<file path="src/hw/tmoc_map.vh">
`ifndef TMOC_MAP_VH
`define TMOC_MAP_VH

// Register byte offsets.
`define TMOC_CTRL_OFF 8'h00
`define TMOC_FORCE_OFF 8'h04
`define TMOC_COUNT_OFF 8'h08
`define TMOC_CMPA_OFF 8'h0C
`define TMOC_CMPB_OFF 8'h10
`define TMOC_FLAGS_OFF 8'h14
`define TMOC_IEN_OFF 8'h18
`define TMOC_STAT_OFF 8'h1C

// Control register fields.
`define TMOC_ACT_A_LSB 0
`define TMOC_ACT_B_LSB 2
`define TMOC_MODE_LSB 4

// Flag and enable bit positions.
`define TMOC_OVF_BIT 0
`define TMOC_FLA_BIT 1
`define TMOC_FLB_BIT 2

// Waveform mode encodings.
`define TMOC_MODE_NORMAL 3'h0
`define TMOC_MODE_PHASE_FF 3'h1
`define TMOC_MODE_CTC 3'h2
`define TMOC_MODE_FAST_FF 3'h3
`define TMOC_MODE_PHASE_A 3'h5
`define TMOC_MODE_FAST_A 3'h7

// Counter extremes and reset values.
`define TMOC_MAX 8'hFF
`define TMOC_BOTTOM 8'h00
`define TMOC_CMP_RST 8'h00
`define TMOC_CTRL_RST 7'h00

`endif

</file>
<file path="src/hw/tmoc_counter.v">
`timescale 1ns/1ps
`default_nettype none
`include "tmoc_map.vh"

module tmoc_counter (
    input wire pclk,
    input wire presetn,
    input wire tick,
    input wire [2:0] mode,
    input wire [7:0] top,
    input wire cnt_wr,
    input wire [7:0] cnt_wdata,
    output reg [7:0] cnt_q,
    output reg up_q,
    output wire ovf_ev,
    output wire wrap_ev
);
    wire fast;
    wire phase;
    wire at_top;
    reg [7:0] cnt_d;
    reg up_d;

    assign fast = mode[0] & mode[1];
    assign phase = mode[0] & ~mode[1];
    assign at_top = (cnt_q == top);
    assign wrap_ev = tick & fast & at_top;

    // Next count and direction; only the mode steers the sequence. [RL17]
    always @* begin
        cnt_d = cnt_q + 8'h01; // [RL19]
        up_d = 1'b1;
        if (phase) begin // [RL26]
            up_d = at_top ? 1'b0 : (cnt_q == `TMOC_BOTTOM) ? 1'b1 : up_q;
            cnt_d = up_d ? cnt_q + 8'h01 : cnt_q - 8'h01;
        end else if (fast || mode == `TMOC_MODE_CTC) begin // [RL24] [RL25]
            if (at_top) begin
                cnt_d = `TMOC_BOTTOM;
            end
        end
    end

    // Overflow event: wrap from MAX, top in fast mode, bottom in phase mode. [RL20]
    assign ovf_ev = tick & (phase ? (cnt_d == `TMOC_BOTTOM && cnt_q != `TMOC_BOTTOM) :
                            fast ? at_top : (cnt_q == `TMOC_MAX));

    // A processor write wins over counting at any time. [RL27] [RL22]
    always @(posedge pclk or negedge presetn) begin
        if (!presetn) begin
            cnt_q <= 8'h00;
            up_q <= 1'b1;
        end else if (cnt_wr) begin
            cnt_q <= cnt_wdata;
        end else if (tick) begin
            cnt_q <= cnt_d;
            up_q <= up_d;
        end
    end
endmodule

`default_nettype wire

</file>
<file path="src/hw/tmoc_wave.v">
`timescale 1ns/1ps
`default_nettype none

module tmoc_wave (
    input wire pclk,
    input wire presetn,
    input wire match_ev,
    input wire force_ev,
    input wire [1:0] action,
    input wire fast,
    input wire phase,
    input wire rising,
    input wire wrap_ev,
    input wire toggle_ok,
    output reg state_q
);
    reg state_d;

    // Output state update per mode and action; action zero leaves it alone. [RL16] [RL18]
    always @* begin
        state_d = state_q;
        if (fast) begin
            if (wrap_ev && action[1]) begin
                state_d = ~action[0]; // Bottom wins so a MAX compare holds steady. [RL23]
            end else if (match_ev) begin
                if (action[1]) begin
                    state_d = action[0];
                end else if (action[0] && toggle_ok) begin
                    state_d = ~state_q;
                end
            end
        end else if (phase) begin
            if (match_ev) begin
                if (action[1]) begin
                    state_d = rising ? action[0] : ~action[0]; // [RL23]
                end else if (action[0] && toggle_ok) begin
                    state_d = ~state_q;
                end
            end
        end else if (match_ev || force_ev) begin // [RL7]
            case (action)
                2'h1: state_d = ~state_q;
                2'h2: state_d = 1'b0;
                2'h3: state_d = 1'b1;
                default: state_d = state_q;
            endcase
        end
    end

    // State resets low and is not touched on a mode change. [RL13] [RL11]
    always @(posedge pclk or negedge presetn) begin
        if (!presetn) begin
            state_q <= 1'b0;
        end else begin
            state_q <= state_d; // [RL12]
        end
    end
endmodule

`default_nettype wire

</file>
<file path="src/hw/tmoc_top.v">
// Implementation choices: register access over APB and the register addresses.
`timescale 1ns/1ps
`default_nettype none
`include "tmoc_map.vh"

// Operation
// (RL1) Count is compared with both compare values all the time.
// (RL2) A match sets the channel flag on the following timer tick.
// (RL3) Enabled flag requests interrupt; flag clears when interrupt is taken.
// (RL4) Writing one to a flag bit clears that flag.
// (RL5) Compare registers double buffered only in PWM modes.
// (RL6) Buffered: software sees buffer; otherwise the active compare register.
// (RL7) Force strobe acts as match on output only, non-PWM modes.
// (RL8) Count write blocks compare matches in the next timer tick.
// (RL9) Software avoids writing count equal to compare or bottom downcounting.
// (RL10) Software sets output state before making the pin an output.
// (RL11) Output state keeps its value across mode changes.
// (RL12) Action bits act at once, from the next match.
// (RL13) Reset clears each output state bit.
// (RL14) Nonzero action overrides port value; direction stays with port.
// (RL15) Port override does not depend on waveform mode.
// (RL16) Action zero leaves output state unchanged on match.
// (RL17) Counting sequence depends only on mode, never on action.
// (RL18) Non-PWM: set, clear, toggle; PWM: inverted or non-inverted.
// (RL19) Normal mode counts up and wraps from MAX to zero.
// (RL20) Normal overflow flag set as count becomes zero; only set.
// (RL21) Taking the overflow interrupt clears the overflow flag.
// (RL22) Normal mode accepts count writes at any time.
// (RL23) Max and zero indications handle extreme compare values.
// (RL24) Mode 2 clears the count when it equals compare A.
// (RL25) Modes 3 and 7 are fast PWM, top MAX or compare A.
// (RL26) Modes 1 and 5 are phase correct PWM, top MAX or compare A.
// (RL27) Count write wins over clear or count in the same cycle.
// (RL28) Buffer loads at top in fast PWM, at bottom in phase PWM.
module tmoc_top (
    input wire pclk,
    input wire presetn,
    input wire psel,
    input wire penable,
    input wire pwrite,
    input wire [7:0] paddr,
    input wire [31:0] pwdata,
    output reg [31:0] prdata,
    output wire pready,
    output reg pslverr,
    input wire timer_tick,
    input wire [2:0] irq_ack,
    output wire [2:0] irq_req,
    input wire [1:0] pin_direction_bit,
    input wire [1:0] port_out_value,
    output reg [1:0] pin_out,
    output reg [1:0] pin_oe_n
);
    // Register state.
    reg [1:0] action_a_q;
    reg [1:0] action_b_q;
    reg [2:0] mode_q;
    reg [2:0] flags_q;
    reg [2:0] ien_q;
    reg block_q;
    reg [15:0] cmp_q;
    reg [15:0] buf_q;

    // Decoded bus strobes.
    wire acc;
    wire wr;
    wire [7:0] word;
    wire hit_ctrl;
    wire hit_force;
    wire hit_count;
    wire hit_cmpa;
    wire hit_cmpb;
    wire hit_flags;
    wire hit_ien;
    wire hit_stat;
    wire mapped;
    reg [31:0] rdata_d;

    // Counter and mode class.
    wire [7:0] cnt;
    wire up;
    wire ovf_ev;
    wire wrap_ev;
    wire pwm;
    wire fast;
    wire phase;
    wire [7:0] top;
    wire reload;
    wire cnt_wr;
    wire match_en;
    wire rising;

    // Per channel.
    wire [1:0] match;
    wire [1:0] match_ev;
    wire [1:0] force_ev;
    wire [1:0] wr_cmp;
    wire [1:0] state;
    wire [3:0] action;
    wire [2:0] set_ev;
    wire [2:0] clr_ev;
    wire [15:0] buf_d;
    wire [15:0] cmp_d;
    wire [1:0] pin_d;

    // Zero wait state slave; access phase completes at once.
    assign pready = 1'b1;
    assign acc = psel & penable;
    assign wr = acc & pwrite & mapped;
    assign word = {paddr[7:2], 2'h0};

    // Address decode on the word-aligned byte address; the two low bits are ignored.
    assign hit_ctrl = (word == `TMOC_CTRL_OFF);
    assign hit_force = (word == `TMOC_FORCE_OFF);
    assign hit_count = (word == `TMOC_COUNT_OFF);
    assign hit_cmpa = (word == `TMOC_CMPA_OFF);
    assign hit_cmpb = (word == `TMOC_CMPB_OFF);
    assign hit_flags = (word == `TMOC_FLAGS_OFF);
    assign hit_ien = (word == `TMOC_IEN_OFF);
    assign hit_stat = (word == `TMOC_STAT_OFF);
    assign mapped = hit_ctrl | hit_force | hit_count | hit_cmpa | hit_cmpb |
                    hit_flags | hit_ien | hit_stat;

    // Mode classes.
    assign pwm = mode_q[0]; // [RL5]
    assign fast = mode_q[0] & mode_q[1];
    assign phase = mode_q[0] & ~mode_q[1];

    // Top is compare A in mode 2 and in modes 4 to 7, otherwise MAX. [RL24] [RL25] [RL26]
    assign top = (mode_q[2] || mode_q == `TMOC_MODE_CTC) ? cmp_q[7:0] : `TMOC_MAX;

    assign cnt_wr = wr & hit_count;
    assign action = {action_b_q, action_a_q};

    // Matches are suppressed in the tick after a count write. [RL8]
    assign match_en = timer_tick & ~block_q & ~cnt_wr;

    // Phase PWM slope seen by the compare unit; bottom counts as rising. [RL23]
    assign rising = (cnt == `TMOC_BOTTOM) | ((cnt != top) & up);

    // Buffer copies into active compare at top in fast, bottom in phase. [RL28]
    assign reload = timer_tick & ((fast & (cnt == top)) | (phase & (cnt == `TMOC_BOTTOM)));

    assign wr_cmp = {wr & hit_cmpb, wr & hit_cmpa};

    tmoc_counter u_counter (
        .pclk(pclk),
        .presetn(presetn),
        .tick(timer_tick),
        .mode(mode_q),
        .top(top),
        .cnt_wr(cnt_wr),
        .cnt_wdata(pwdata[7:0]),
        .cnt_q(cnt),
        .up_q(up),
        .ovf_ev(ovf_ev),
        .wrap_ev(wrap_ev)
    );

    // One compare channel per generate step.
    genvar g;
    generate
        for (g = 0; g < 2; g = g + 1) begin : gen_ch
            // Comparator on the active compare value. [RL1]
            assign match[g] = (cnt == cmp_q[8*g+7:8*g]);
            assign match_ev[g] = match_en & match[g];

            // Force acts only in non-PWM modes. [RL7]
            assign force_ev[g] = wr & hit_force & pwdata[g] & ~pwm;

            // Software reaches the buffer in PWM modes, else the active value. [RL6]
            assign buf_d[8*g+7:8*g] = wr_cmp[g] ? pwdata[7:0] : buf_q[8*g+7:8*g];
            assign cmp_d[8*g+7:8*g] = (wr_cmp[g] && !pwm) ? pwdata[7:0] : // [RL5]
                                      (reload && pwm) ? buf_q[8*g+7:8*g] : // [RL28]
                                      cmp_q[8*g+7:8*g];

            tmoc_wave u_wave (
                .pclk(pclk),
                .presetn(presetn),
                .match_ev(match_ev[g]),
                .force_ev(force_ev[g]),
                .action(action[2*g+1:2*g]),
                .fast(fast),
                .phase(phase),
                .rising(rising),
                .wrap_ev(wrap_ev),
                .toggle_ok((g == 0) && mode_q[2]),
                .state_q(state[g])
            );

            // Nonzero action overrides the port value in every mode. [RL14] [RL15]
            assign pin_d[g] = (|action[2*g+1:2*g]) ? state[g] : port_out_value[g];
        end
    endgenerate

    // Compare, buffer and pin registers of both channels live in one process.
    always @(posedge pclk or negedge presetn) begin
        if (!presetn) begin
            buf_q <= {2{`TMOC_CMP_RST}};
            cmp_q <= {2{`TMOC_CMP_RST}};
            pin_out <= 2'h0;
            pin_oe_n <= 2'h3;
        end else begin
            buf_q <= buf_d;
            cmp_q <= cmp_d; // [RL5] [RL28]
            pin_out <= pin_d;
            pin_oe_n <= ~pin_direction_bit; // [RL14]
        end
    end

    // Flag events: overflow and the two channel matches; force never sets. [RL2] [RL20]
    assign set_ev = {match_ev[1], match_ev[0], ovf_ev};

    // Clears from write-one or interrupt taken. [RL4] [RL3] [RL21]
    assign clr_ev = ({3{wr & hit_flags}} & pwdata[2:0]) | irq_ack;

    // Interrupt request per enabled flag. [RL3]
    assign irq_req = flags_q & ien_q;

    // Flags: a set in the same cycle as a clear wins.
    always @(posedge pclk or negedge presetn) begin
        if (!presetn) begin
            flags_q <= 3'h0;
        end else begin
            flags_q <= (flags_q & ~clr_ev) | set_ev;
        end
    end

    // Block holds from a count write until the next timer tick passes. [RL8]
    always @(posedge pclk or negedge presetn) begin
        if (!presetn) begin
            block_q <= 1'b0;
        end else if (cnt_wr) begin
            block_q <= 1'b1;
        end else if (timer_tick) begin
            block_q <= 1'b0;
        end
    end

    // Control and enable registers; action writes act at once. [RL12]
    always @(posedge pclk or negedge presetn) begin
        if (!presetn) begin
            action_a_q <= 2'h0;
            action_b_q <= 2'h0;
            mode_q <= 3'h0;
            ien_q <= 3'h0;
        end else begin
            if (wr && hit_ctrl) begin
                action_a_q <= pwdata[`TMOC_ACT_A_LSB+1:`TMOC_ACT_A_LSB];
                action_b_q <= pwdata[`TMOC_ACT_B_LSB+1:`TMOC_ACT_B_LSB];
                mode_q <= pwdata[`TMOC_MODE_LSB+2:`TMOC_MODE_LSB];
            end
            if (wr && hit_ien) begin
                ien_q <= pwdata[2:0];
            end
        end
    end

    // Read mux; compare reads follow the buffered view in PWM modes. [RL6]
    always @* begin
        rdata_d = 32'h0000_0000;
        if (hit_ctrl) begin
            rdata_d[6:0] = {mode_q, action_b_q, action_a_q};
        end else if (hit_count) begin
            rdata_d[7:0] = cnt;
        end else if (hit_cmpa) begin
            rdata_d[7:0] = pwm ? buf_q[7:0] : cmp_q[7:0];
        end else if (hit_cmpb) begin
            rdata_d[7:0] = pwm ? buf_q[15:8] : cmp_q[15:8];
        end else if (hit_flags) begin
            rdata_d[2:0] = flags_q;
        end else if (hit_ien) begin
            rdata_d[2:0] = ien_q;
        end else if (hit_stat) begin
            rdata_d[2:0] = {up, state};
        end
    end

    // Read data and error are captured in the setup cycle.
    always @(posedge pclk or negedge presetn) begin
        if (!presetn) begin
            prdata <= 32'h0000_0000;
            pslverr <= 1'b0;
        end else if (psel && !penable) begin
            prdata <= pwrite ? 32'h0000_0000 : rdata_d;
            pslverr <= ~mapped;
        end
    end
endmodule

`default_nettype wire

</file>
<file path="config.mk">
export PLATFORM = sky130hd
export DESIGN_NAME = tmoc_top
export DESIGN_NICKNAME = d
export VERILOG_FILES = /design/src/hw/tmoc_counter.v /design/src/hw/tmoc_wave.v /design/src/hw/tmoc_top.v
export VERILOG_INCLUDE_DIRS = /design/src /design/src/hw
export SDC_FILE = /design/constraint.sdc
export NUM_CORES = 1
export LEC_CHECK = 0
export ABC_AREA = 0
export BUFFER_PORTS_ARGS = -buffer_cell sky130_fd_sc_hd__buf_2
export CORE_MARGIN = 5
export CORE_UTILIZATION = 62
export CTS_BUF_LIST = sky130_fd_sc_hd__clkbuf_2
export DETAILED_ROUTE_END_ITERATION = 16
export GPL_TIMING_DRIVEN = 0
export PLACE_DENSITY = 0.88
export SYNTH_ARGS = -nofsm -noshare
export SYNTH_HDL_FRONTEND = slang
export SYNTH_SLANG_ARGS = --single-unit
export TNS_END_PERCENT = 100
</file>
<file path="constraint.sdc">
create_clock -name pclk -period 9.45 [get_ports pclk]
set_input_delay 1.4175 -clock pclk [delete_from_list [all_inputs] [get_ports pclk]]
set_output_delay 1.4175 -clock pclk [all_outputs]
set_load 0.01 [all_outputs]
</file>
Word level (Yosys, flattened, before mapping)
Cells that the tools add are included.

Register bits after elaboration: 94. Input bits: 53. Output and inout bits: 41. Word-level logic and storage cells: 180.

Add/subtract/negate cells: 2. Equality and inequality tests: 25. Muxes and demuxes: 53. Bitwise logic cells: 50. Reduce and logical (&&, ||, !) cells: 32.

Operator list (number): $mux 8 (16); $mux 1 (29); $and 1x1->1 (25); $eq 6x3->1 const B (4); $eq 8x8->1 (3); $logic_not 8->1 (3); $eq 6x2->1 const B (2); $mux 3 (4); $logic_and 1x1->1 (10); $reduce_bool 5->1 (2); $and 3x3->3 (3); $ne 3x2->1 const B (3); $not 1->1 (9); $or 1x1->1 (9); $add 8x1->8 const B (1); $eq 2x2->1 const B (4); $eq 8x8->1 const B (1); $ne 8x8->1 (1); $reduce_bool 8->1 (1); $sub 8x1->8 const B (1); $mux 7 (1); $eq 6x1->1 const B (1); $ne 3x1->1 const B (2); $or 3x3->3 (2); 15 further kinds (25).

Logic depth before layout (Yosys ltp)
Gate-level depths: netlist of run 1.

Depth in word-level cells: 17. Mapped depth: 12. Gate-level depth less buffers: 10.

By module
From an unflattened synthesis of run 1, not the netlist that was laid out.

Cell total of the unflattened synthesis: 582. Area total of the unflattened synthesis: 5258.8 sq um.

By module, submodules not included: tmoc_top (times used 1, cells each 412, area each 3873.7 sq um, seq. area each 1478.9 sq um); tmoc_counter (times used 1, cells each 136, area each 1082.3 sq um, seq. area each 226.5 sq um); tmoc_wave (times used 2, cells each 17, area each 151.4 sq um, seq. area each 25.0 sq um).

Worst setup path after synthesis of run 1
OpenSTA, ideal clock, no wires.

Path kind: input to register. Start: input port paddr[5]. End: register gen_ch[1].u_wave.state_q. Library setup time: 0.125 ns. Arrival time: 3.211 ns. Data required time: 9.325 ns. Path slack: 6.114 ns. Stages on the path: 9. Buffers on the path: 1. Path through: nor4_1 -> and4b_1 -> clkbuf_1 -> nand2b_1 -> nor4_1 -> a21oi_1 -> nor3_1 -> a31oi_1 -> mux2_2.

Longest elaborated chain between the ends: 16. Elaborated cells on any way between the ends: 28. Classes of those cells: eq/ne: 9; bitwise: 15; reduce/logical: 4.

RTL lines: start, declared (line tmoc_top.v:41) `input wire [7:0] paddr,`; $eq 6x1->1 (no line) / $logic_not 8->1 (equally long branches); $or 1x1->1 (5 in a row) (line tmoc_top.v:121) `assign mapped = hit_ctrl | hit_force | hit_count | hit_cmpa | hit_cmpb |`; $or 1x1->1 (2 in a row) (line tmoc_top.v:122) `hit_flags | hit_ien | hit_stat;`; $and 1x1->1 (line tmoc_top.v:109) `assign wr = acc & pwrite & mapped;`; $and 1x1->1 (line tmoc_top.v:132) `assign cnt_wr = wr & hit_count;`; $not 1->1 (no line); $and 1x1->1 (line tmoc_top.v:136) `assign match_en = timer_tick & ~block_q & ~cnt_wr;`; $and 1x1->1 (line tmoc_top.v:166) `assign match_ev[g] = match_en & match[g];`; $logic_or 1x1->1 (line tmoc_wave.v:40) `end else if (match_ev || force_ev) begin`; $reduce_bool 3->1 (no line); $reduce_and 6->1 (no line) *; end signal, assigned (line tmoc_wave.v:55) `state_q <= state_d;`; end, declared (line tmoc_wave.v:15) `output reg state_q`.

Every way passes the cells marked *; elsewhere a longest branch is shown, timed or not. A chain may end at the register's enable or synchronous reset.

Final worst setup path of run 1
Start: register u_counter.cnt_q[1]. End: register flags_q[0].

Longest elaborated chain between the ends: 10. Elaborated cells on any way between the ends: 18. Classes of those cells: add/sub: 2; eq/ne: 2; mux: 8; bitwise: 2; reduce/logical: 4.

RTL lines: start, declared (line tmoc_counter.v:13) `output reg [7:0] cnt_q,`; start signal, assigned (line tmoc_counter.v:53) `cnt_q <= cnt_wdata;`; start signal, assigned (line tmoc_counter.v:55) `cnt_q <= cnt_d;`; branches (longest 7 deep; another with $add 8x1->8); $mux 1 * (line tmoc_counter.v:44) `` assign ovf_ev = tick & (phase ? (cnt_d == `TMOC_BOTTOM && cnt_q != `TMOC_BOTTOM) : ``; $and 1x1->1 * (line tmoc_counter.v:44); $or 3x3->3 * (line tmoc_top.v:225) `flags_q <= (flags_q & ~clr_ev) | set_ev;`; end signal, assigned (line tmoc_top.v:225); end, declared (line tmoc_top.v:58) `reg [2:0] flags_q;`.

Every way passes the cells marked *.

==> impl_metrics.tcl, run 1 <==
set metrics [dict create \
    irDropWorstVdd_uv 127 \
    antenna_found_initial 0 \
    rsz0062_at_grt "no" \
    r2r_slack_ps 5790 \
    cp_slowest_stage_delay_ps 540 \
    synth_seq_area_share_pct 37.0 \
    initial_core_util_pct 62.4 \
    vias 4370 \
    cts_tree "done" \
    nets 650 \
    cp-endpoint "flags_q[0]" \
    wire_per_inst_um 19.3 \
    h-tree-depth 3 \
    status "complete, no violations" \
    drive_gt1_share_pct 23.5 \
    synth_edf_count 0 \
    synth-simple-area-share_pct 15.2 \
    dr.pass1.iters 6 \
    first_iter_violations 435 \
    io_pins 94 \
    pwr_density_cell_nw_per_um2 158 \
    die_h_um 97.5 \
    ys_types 63 \
    holdPathStages 2 \
    root_buffer "clkbuf_2" \
    crit_fanout 10 \
    startpoint "u_counter.cnt_q[1]" \
    fmax_mhz 273 \
    worst_path_max_delay_cell "or4_4" \
    finalSetupTns_ps 0 \
    worstSkewPairLatency_ps 510 \
    netlist_instances 519 \
    post_cts_resized 0 \
    die_w_um 97.5 \
    ctsLongestPathBuffers 2 \
    port_buffers 39 \
    hold_buffers 0 \
    totalPowerFinal_mw 0.838 \
    grt_first_pass_wirelength_um 21700 \
    dr_wl_met3_um 1290 \
    synth_top_family_by_area "compound AO/OA/AOI/OAI gates" \
    yosysWarnings 0 \
    synth_compound_gate_area_share_pct 17.8 \
    fin_crit_sh_pct 38.8 \
    clk_pin_slew_ps 230 \
    crit_type "reg -> reg" \
    fin_crit_ps 3660 \
    cts.sinks 70 \
    ys_ff_latch 70 \
    hold_violations 0 \
    route.detailed.drc 0 \
    n_antenna_cell 0 \
    num_rows 32 \
    path_cells "buf_2 > inv_2 > ha_1 > or4b_4 > o41ai_4 > o21ai_0 > o2111a_2 > buf_6 > a32oi_1 > a22oi_1 > or4_4 > o41ai_2" \
    wl_um 13500 \
    min_path_type "reg -> reg" \
    arrival_ps 4060 \
    setup_violations 0 \
    pre_cts_ws_ps 5460 \
    tightest_slew_ps 890 \
    fillers 596 \
    core_area_um2 7610 \
    hpwl_um 9800 \
    post-route-util_pct 69.6 \
    ant_nets 0 \
    max_cap_viol_count 0 \
    p_leak_nw 2.34 \
    fin_ws_ps 5790 \
    syn_avg_cell_area_um2 9.15 \
    worstRegToRegCells 12 \
    synth_ff_type "dfrtp_1" \
    gp_congestion 0.980 \
    synthMuxAreaShare_pct 17.1 \
    wl_met1_um 5290 \
    reg2reg_to "flags_q[0]" \
    synth-adder-area-share_pct 1.32 \
    top_layer "met4" \
    final_cell_mix "dfrtp_1 (67), nand2_1 (62), buf_2 (45), o21ai_0 (39), mux2i_1 (36)" \
    vias_per_cell 6.25 \
    critPathLaunchType "flop" \
    max-slew-margin-rel_pct 40.7 \
    cts_setup_buffers 0 \
    grt_overflow_total 0 \
    numCtsBuffers 9 \
    grt_usage_pct 28.4 \
    crit-reg2reg-launch "u_counter.cnt_q[1]" \
    netlist_area_um2 4750 \
    end_kind "flop" \
    grt_pass1_vias 4209 \
    synth-xor-area-share_pct 2.77 \
    final_common_cell "dfrtp_1" \
    fin_skew_ps 42.8 \
    required_ps 9850 \
    grt_max_degree 71 \
    maxSlewViolCount 0 \
    routed-wl-met2_um 6470 \
    area_growth_pct 11.5 \
    die_area_um2 9510 \
    synthArstFlopShare_pct 100 \
]
[worst max-delay path, delay by kind of cell, from the launching register on]
family          cells  cell delay, ps
buf+inv             3             480
fa+ha+maj           1             160
compound gates      6            1410
flops               1             430
simple gates        2            1030
[per-layer routing]
metal  track usage, %  vias to the layer above
met5                0                        -
met4             12.0                        0
met3             6.39                       47
met2             45.2                      272
met1             37.2                     2095
li1                 -                     1956
[final cells by class]
| class | instances | area (um2) | area share [%] |
|---|---|---|---|
| repair buffers | 39 | 198 | 3.73 |
| well taps | 102 | 128 | 2.41 |
| multi-input cells | 393 | 2670 | 50.3 |
| inverters | 20 | 75.1 | 1.42 |
| clock inverters | 6 | 86.3 | 1.63 |
| clock buffers | 10 | 50.0 | 0.945 |
| plain buffers | 59 | 339 | 6.40 |
| flip-flops and latches | 70 | 1760 | 33.1 |
[synth_stat cells (all sizes together), types with 3 or more instances]
cell	instances	area share, %
nor3	9	0.95
o31ai	3	0.47
a211o	4	0.74
o2111ai	3	0.55
a21oi	15	1.6
nor4	4	0.53
xnor2	14	2.6
o21ai	44	4.7
o211ai	5	0.79
o2111a	3	0.74
clkbuf	18	1.4
inv	20	1.6
nand2b	10	1.3
nand4	4	0.53
nor2	32	2.5
a31oi	6	0.79
ha	5	1.3
mux4	3	1.4
nor2b	3	0.40
a32oi	6	1.1
mux2i	36	7.6
mux2	34	8.1
nand3	10	1.1
o22ai	9	1.2
buf	41	5.7
dfrtp	67	35
nand3b	3	0.47
a22oi	6	0.95
and2	4	0.53
and3	3	0.40
dfstp	3	1.7
nand2	62	4.9
[sequential cells by signal, summed over array words and instances (netlist names)]
register               cells
u_counter.cnt_q            8
ien_q                      3
prdata                     8
gen_ch.u_wave.state_q      2
pin_out                    2
pin_oe_n                   2
cmp_q                     16
mode_q                     3
action_a_q                 2
block_q                    1
flags_q                    3
action_b_q                 2
pslverr                    1
u_counter.up_q             1
buf_q                     16
[report_power, final]
part / switching, mW / internal (mW) / total (mW)
Sequential: 0.0302 / 0.325 / 0.356
Clock: 0.112 / 0.0886 / 0.201
Combinational: 0.173 / 0.108 / 0.281
[per-stage QoR]
| step | instances | instance area [um2] | hold slack [ps] |
|---|---|---|---|
| global placement | 683 | 5160 | 463 |
| detailed placement | 683 | 5160 | 470 |
| global route | 699 | 5300 | 526 |
| floorplan | 542 | 4840 | 473 |
| CTS | 699 | 5300 | 514 |
| finish | 699 | 5300 | 510 |
[cell families after synthesis]
group,after synthesis
AOI/OAI and AO/OA,123
xor gates and xnor gates,15
adders and majority gates,5
buffers and inverters,79
DFF,70
muxes,73
other,2
and+or+nand+nor,152
[how the worst min path moves through the flow]
stage / from / end / slack [ps]
3_5_place_dp: prdata[5] / prdata[5] / 470
2_1_floorplan: block_q / block_q / 470
5_1_grt: prdata[5] / prdata[5] / 530
3_3_place_gp: prdata[2] / prdata[2] / 460
6_report: prdata[5] / prdata[5] / 510
4_1_cts: prdata[5] / prdata[5] / 510
No activity file was read; power rests on OpenSTA's default activity.
==> run 2: changes to the inputs <==
CORE_UTILIZATION = 58   (was 62)
PLACE_DENSITY = 0.83   (was 0.88)
clock period = 3.7 ns   (was 9.45 ns; I/O delays follow)
==> impl_metrics.tcl, run 2 (same netlist as run 1, synthesis figures left out) <==
set metrics [dict create \
    wire_per_inst_um 19.2 \
    p_leak_nw 2.35 \
    hpwl_um 9770 \
    route.detailed.drc 0 \
    fin_crit_ps 3570 \
    final_common_cell "dfrtp_1" \
    drive_gt1_share_pct 23.7 \
    reg2reg_to "cmp_q[9]" \
    required_ps 4130 \
    max-slew-margin-rel_pct 40.4 \
    gp_congestion 0.950 \
    grt_overflow_total 0 \
    maxSlewViolCount 0 \
    cp.buffers_inverters 3 \
    nets 651 \
    end_kind "flop" \
    holdPathStages 2 \
    ant_nets 0 \
    crit-reg2reg-launch "u_counter.cnt_q[6]" \
    root_buffer "clkbuf_2" \
    grt_usage_pct 27.3 \
    die_h_um 100 \
    path_cells "clkbuf_1 > o2111ai_1 > nor2_1 > o211ai_1 > a211oi_1 > buf_2 > buf_2 > mux2i_1 > o21ai_0" \
    arrival_ps 4000 \
    first_iter_violations 555 \
    reg_top3 "buf_q x16, cmp_q x16" \
    vias_per_cell 6.20 \
    p_clk_share_pct 22.4 \
    min_from "pin_direction_bit[1]" \
    crit_type "reg -> reg" \
    power_frac_seq_pct 42.9 \
    initial_core_util_pct 58.7 \
    dr.pass1.iters 6 \
    status "complete, no violations" \
    vias 4359 \
    r2r_slack_ps 130 \
    hold_violations 0 \
    dr_wl_met3_um 1130 \
    fin_ws_ps 131 \
    wl_met1_um 5480 \
    cp_slowest_stage_delay_ps 510 \
    port_buffers 39 \
    p_switching_mw 0.840 \
    irDropWorstVdd_uv 245 \
    die_w_um 100 \
    tightest_slew_ps 894 \
    die_area_um2 10100 \
    clk_pin_slew_ps 220 \
    worstSkewPairLatency_ps 540 \
    rsz0062_at_grt "no" \
    max_cap_viol_count 0 \
    worst_path_max_delay_cell "clkbuf_1" \
    min_path_type "in -> reg" \
    n_antenna_cell 0 \
    p_int_mw 1.27 \
    fmax_mhz 280 \
    p_sw_share_pct 39.8 \
    fin_crit_sh_pct 96.5 \
    area_growth_pct 12.0 \
    path_delay_family "buffers and inverters" \
    cts_tree "done" \
    num_rows 33 \
    finalSetupTns_ps 0 \
    grt_max_degree 71 \
    h-tree-depth 3 \
    pwr_density_cell_nw_per_um2 397 \
    worstRegToRegCells 9 \
    cts.sinks 70 \
    p_comb_share_pct 34.7 \
    grt_pass1_vias 4164 \
    top_layer "met4" \
    final_cell_mix "dfrtp_1 (67), nand2_1 (62), buf_2 (45), o21ai_0 (39), mux2i_1 (36)" \
    routed-wl-met2_um 6330 \
    fin_skew_ps 25.4 \
    hold-path-endpoint "pin_oe_n[1]" \
    numCtsBuffers 9 \
    cpMostUsedCell "buf_2" \
    crit_fanout 10 \
    antenna_found_initial 0 \
    core_area_um2 8090 \
    ctsLongestPathBuffers 2 \
    grt_first_pass_wirelength_um 21300 \
    wl_um 13500 \
    pre_cts_ws_ps 183 \
    setup_violations 0 \
    critPathLaunchType "flop" \
    io_pins 94 \
]
## run 2: cell types whose count changed in the layout (fill, tap and decap cells not counted), sizes merged
cell,change
bufinv,-1
clkinv,-4
clkinvlp,+3
inv,+3
buf,+1
clkbuf,-1
## run 2: area by class of cell
type | instances | area [um2]
multi-input combinational | 393 | 2690
sequential | 70 | 1760
buffer | 59 | 339
timing repair buffer | 40 | 205
clock buffer | 9 | 45.0
inverter | 20 | 75.1
clock inverter | 7 | 78.8
fill | 674 | 2780
tap | 105 | 131
## run 2: stage by stage
stage	hold slack, ps	instances	util [%]	total power [mW]	cell area [um2]
2_1_floorplan	259	542	-	1.41	4840
3_3_place_gp	462	686	63.8	1.60	5160
3_5_place_dp	466	686	63.8	1.62	5160
4_1_cts	63.3	702	65.4	2.09	5290
5_1_grt	39.4	703	65.7	2.23	5320
6_report	79.9	703	65.7	2.11	5320
## run 2: worst register-to-register path, cell delays in order (launching register included)
cell and delay [ps]:
dfrtp_1 440, clkbuf_1 510, o2111ai_1 330, nor2_1 400, o211ai_1 330, a211oi_1 370, buf_2 340, buf_2 380
mux2i_1 260, o21ai_0 100
## run 2: worst max-delay path by stage
stage,to,cells past startpoint,slack [ps],from
global placement,flags_q[0],12,230,u_counter.cnt_q[1]
CTS,flags_q[0],11,120,u_counter.cnt_q[1]
global route,cmp_q[4],9,3,u_counter.cnt_q[6]
floorplan,flags_q[0],12,650,u_counter.cnt_q[1]
detailed placement,flags_q[0],11,180,u_counter.cnt_q[1]
finish,cmp_q[9],9,130,u_counter.cnt_q[6]
## run 2: repair_timing
| item | 4_1_cts | 5_1_grt |
|---|---|---|
| hold buffers | 0 | 0 |
| gates resized for setup | 0 | 2 |
| endpoints found under the setup margin | 0 | 1 |
| setup buffers | 0 | 1 |
## run 2: metal layers
metal | vias up | global-route usage [%]
li1 | 1966 | -
met5 | - | 0
met2 | 284 | 41.8
met4 | 0 | 14.1
met1 | 2053 | 36.9
met3 | 56 | 4.91
## run 2: power groups by stage
stage	Combinational, mW	Sequential (mW)	Clock [mW]
after detailed placement	0.703	0.918	0
after global routing	0.799	0.917	0.512
after CTS	0.707	0.904	0.475
after global placement	0.685	0.915	0
final	0.733	0.907	0.472
after floorplan	0.515	0.897	0
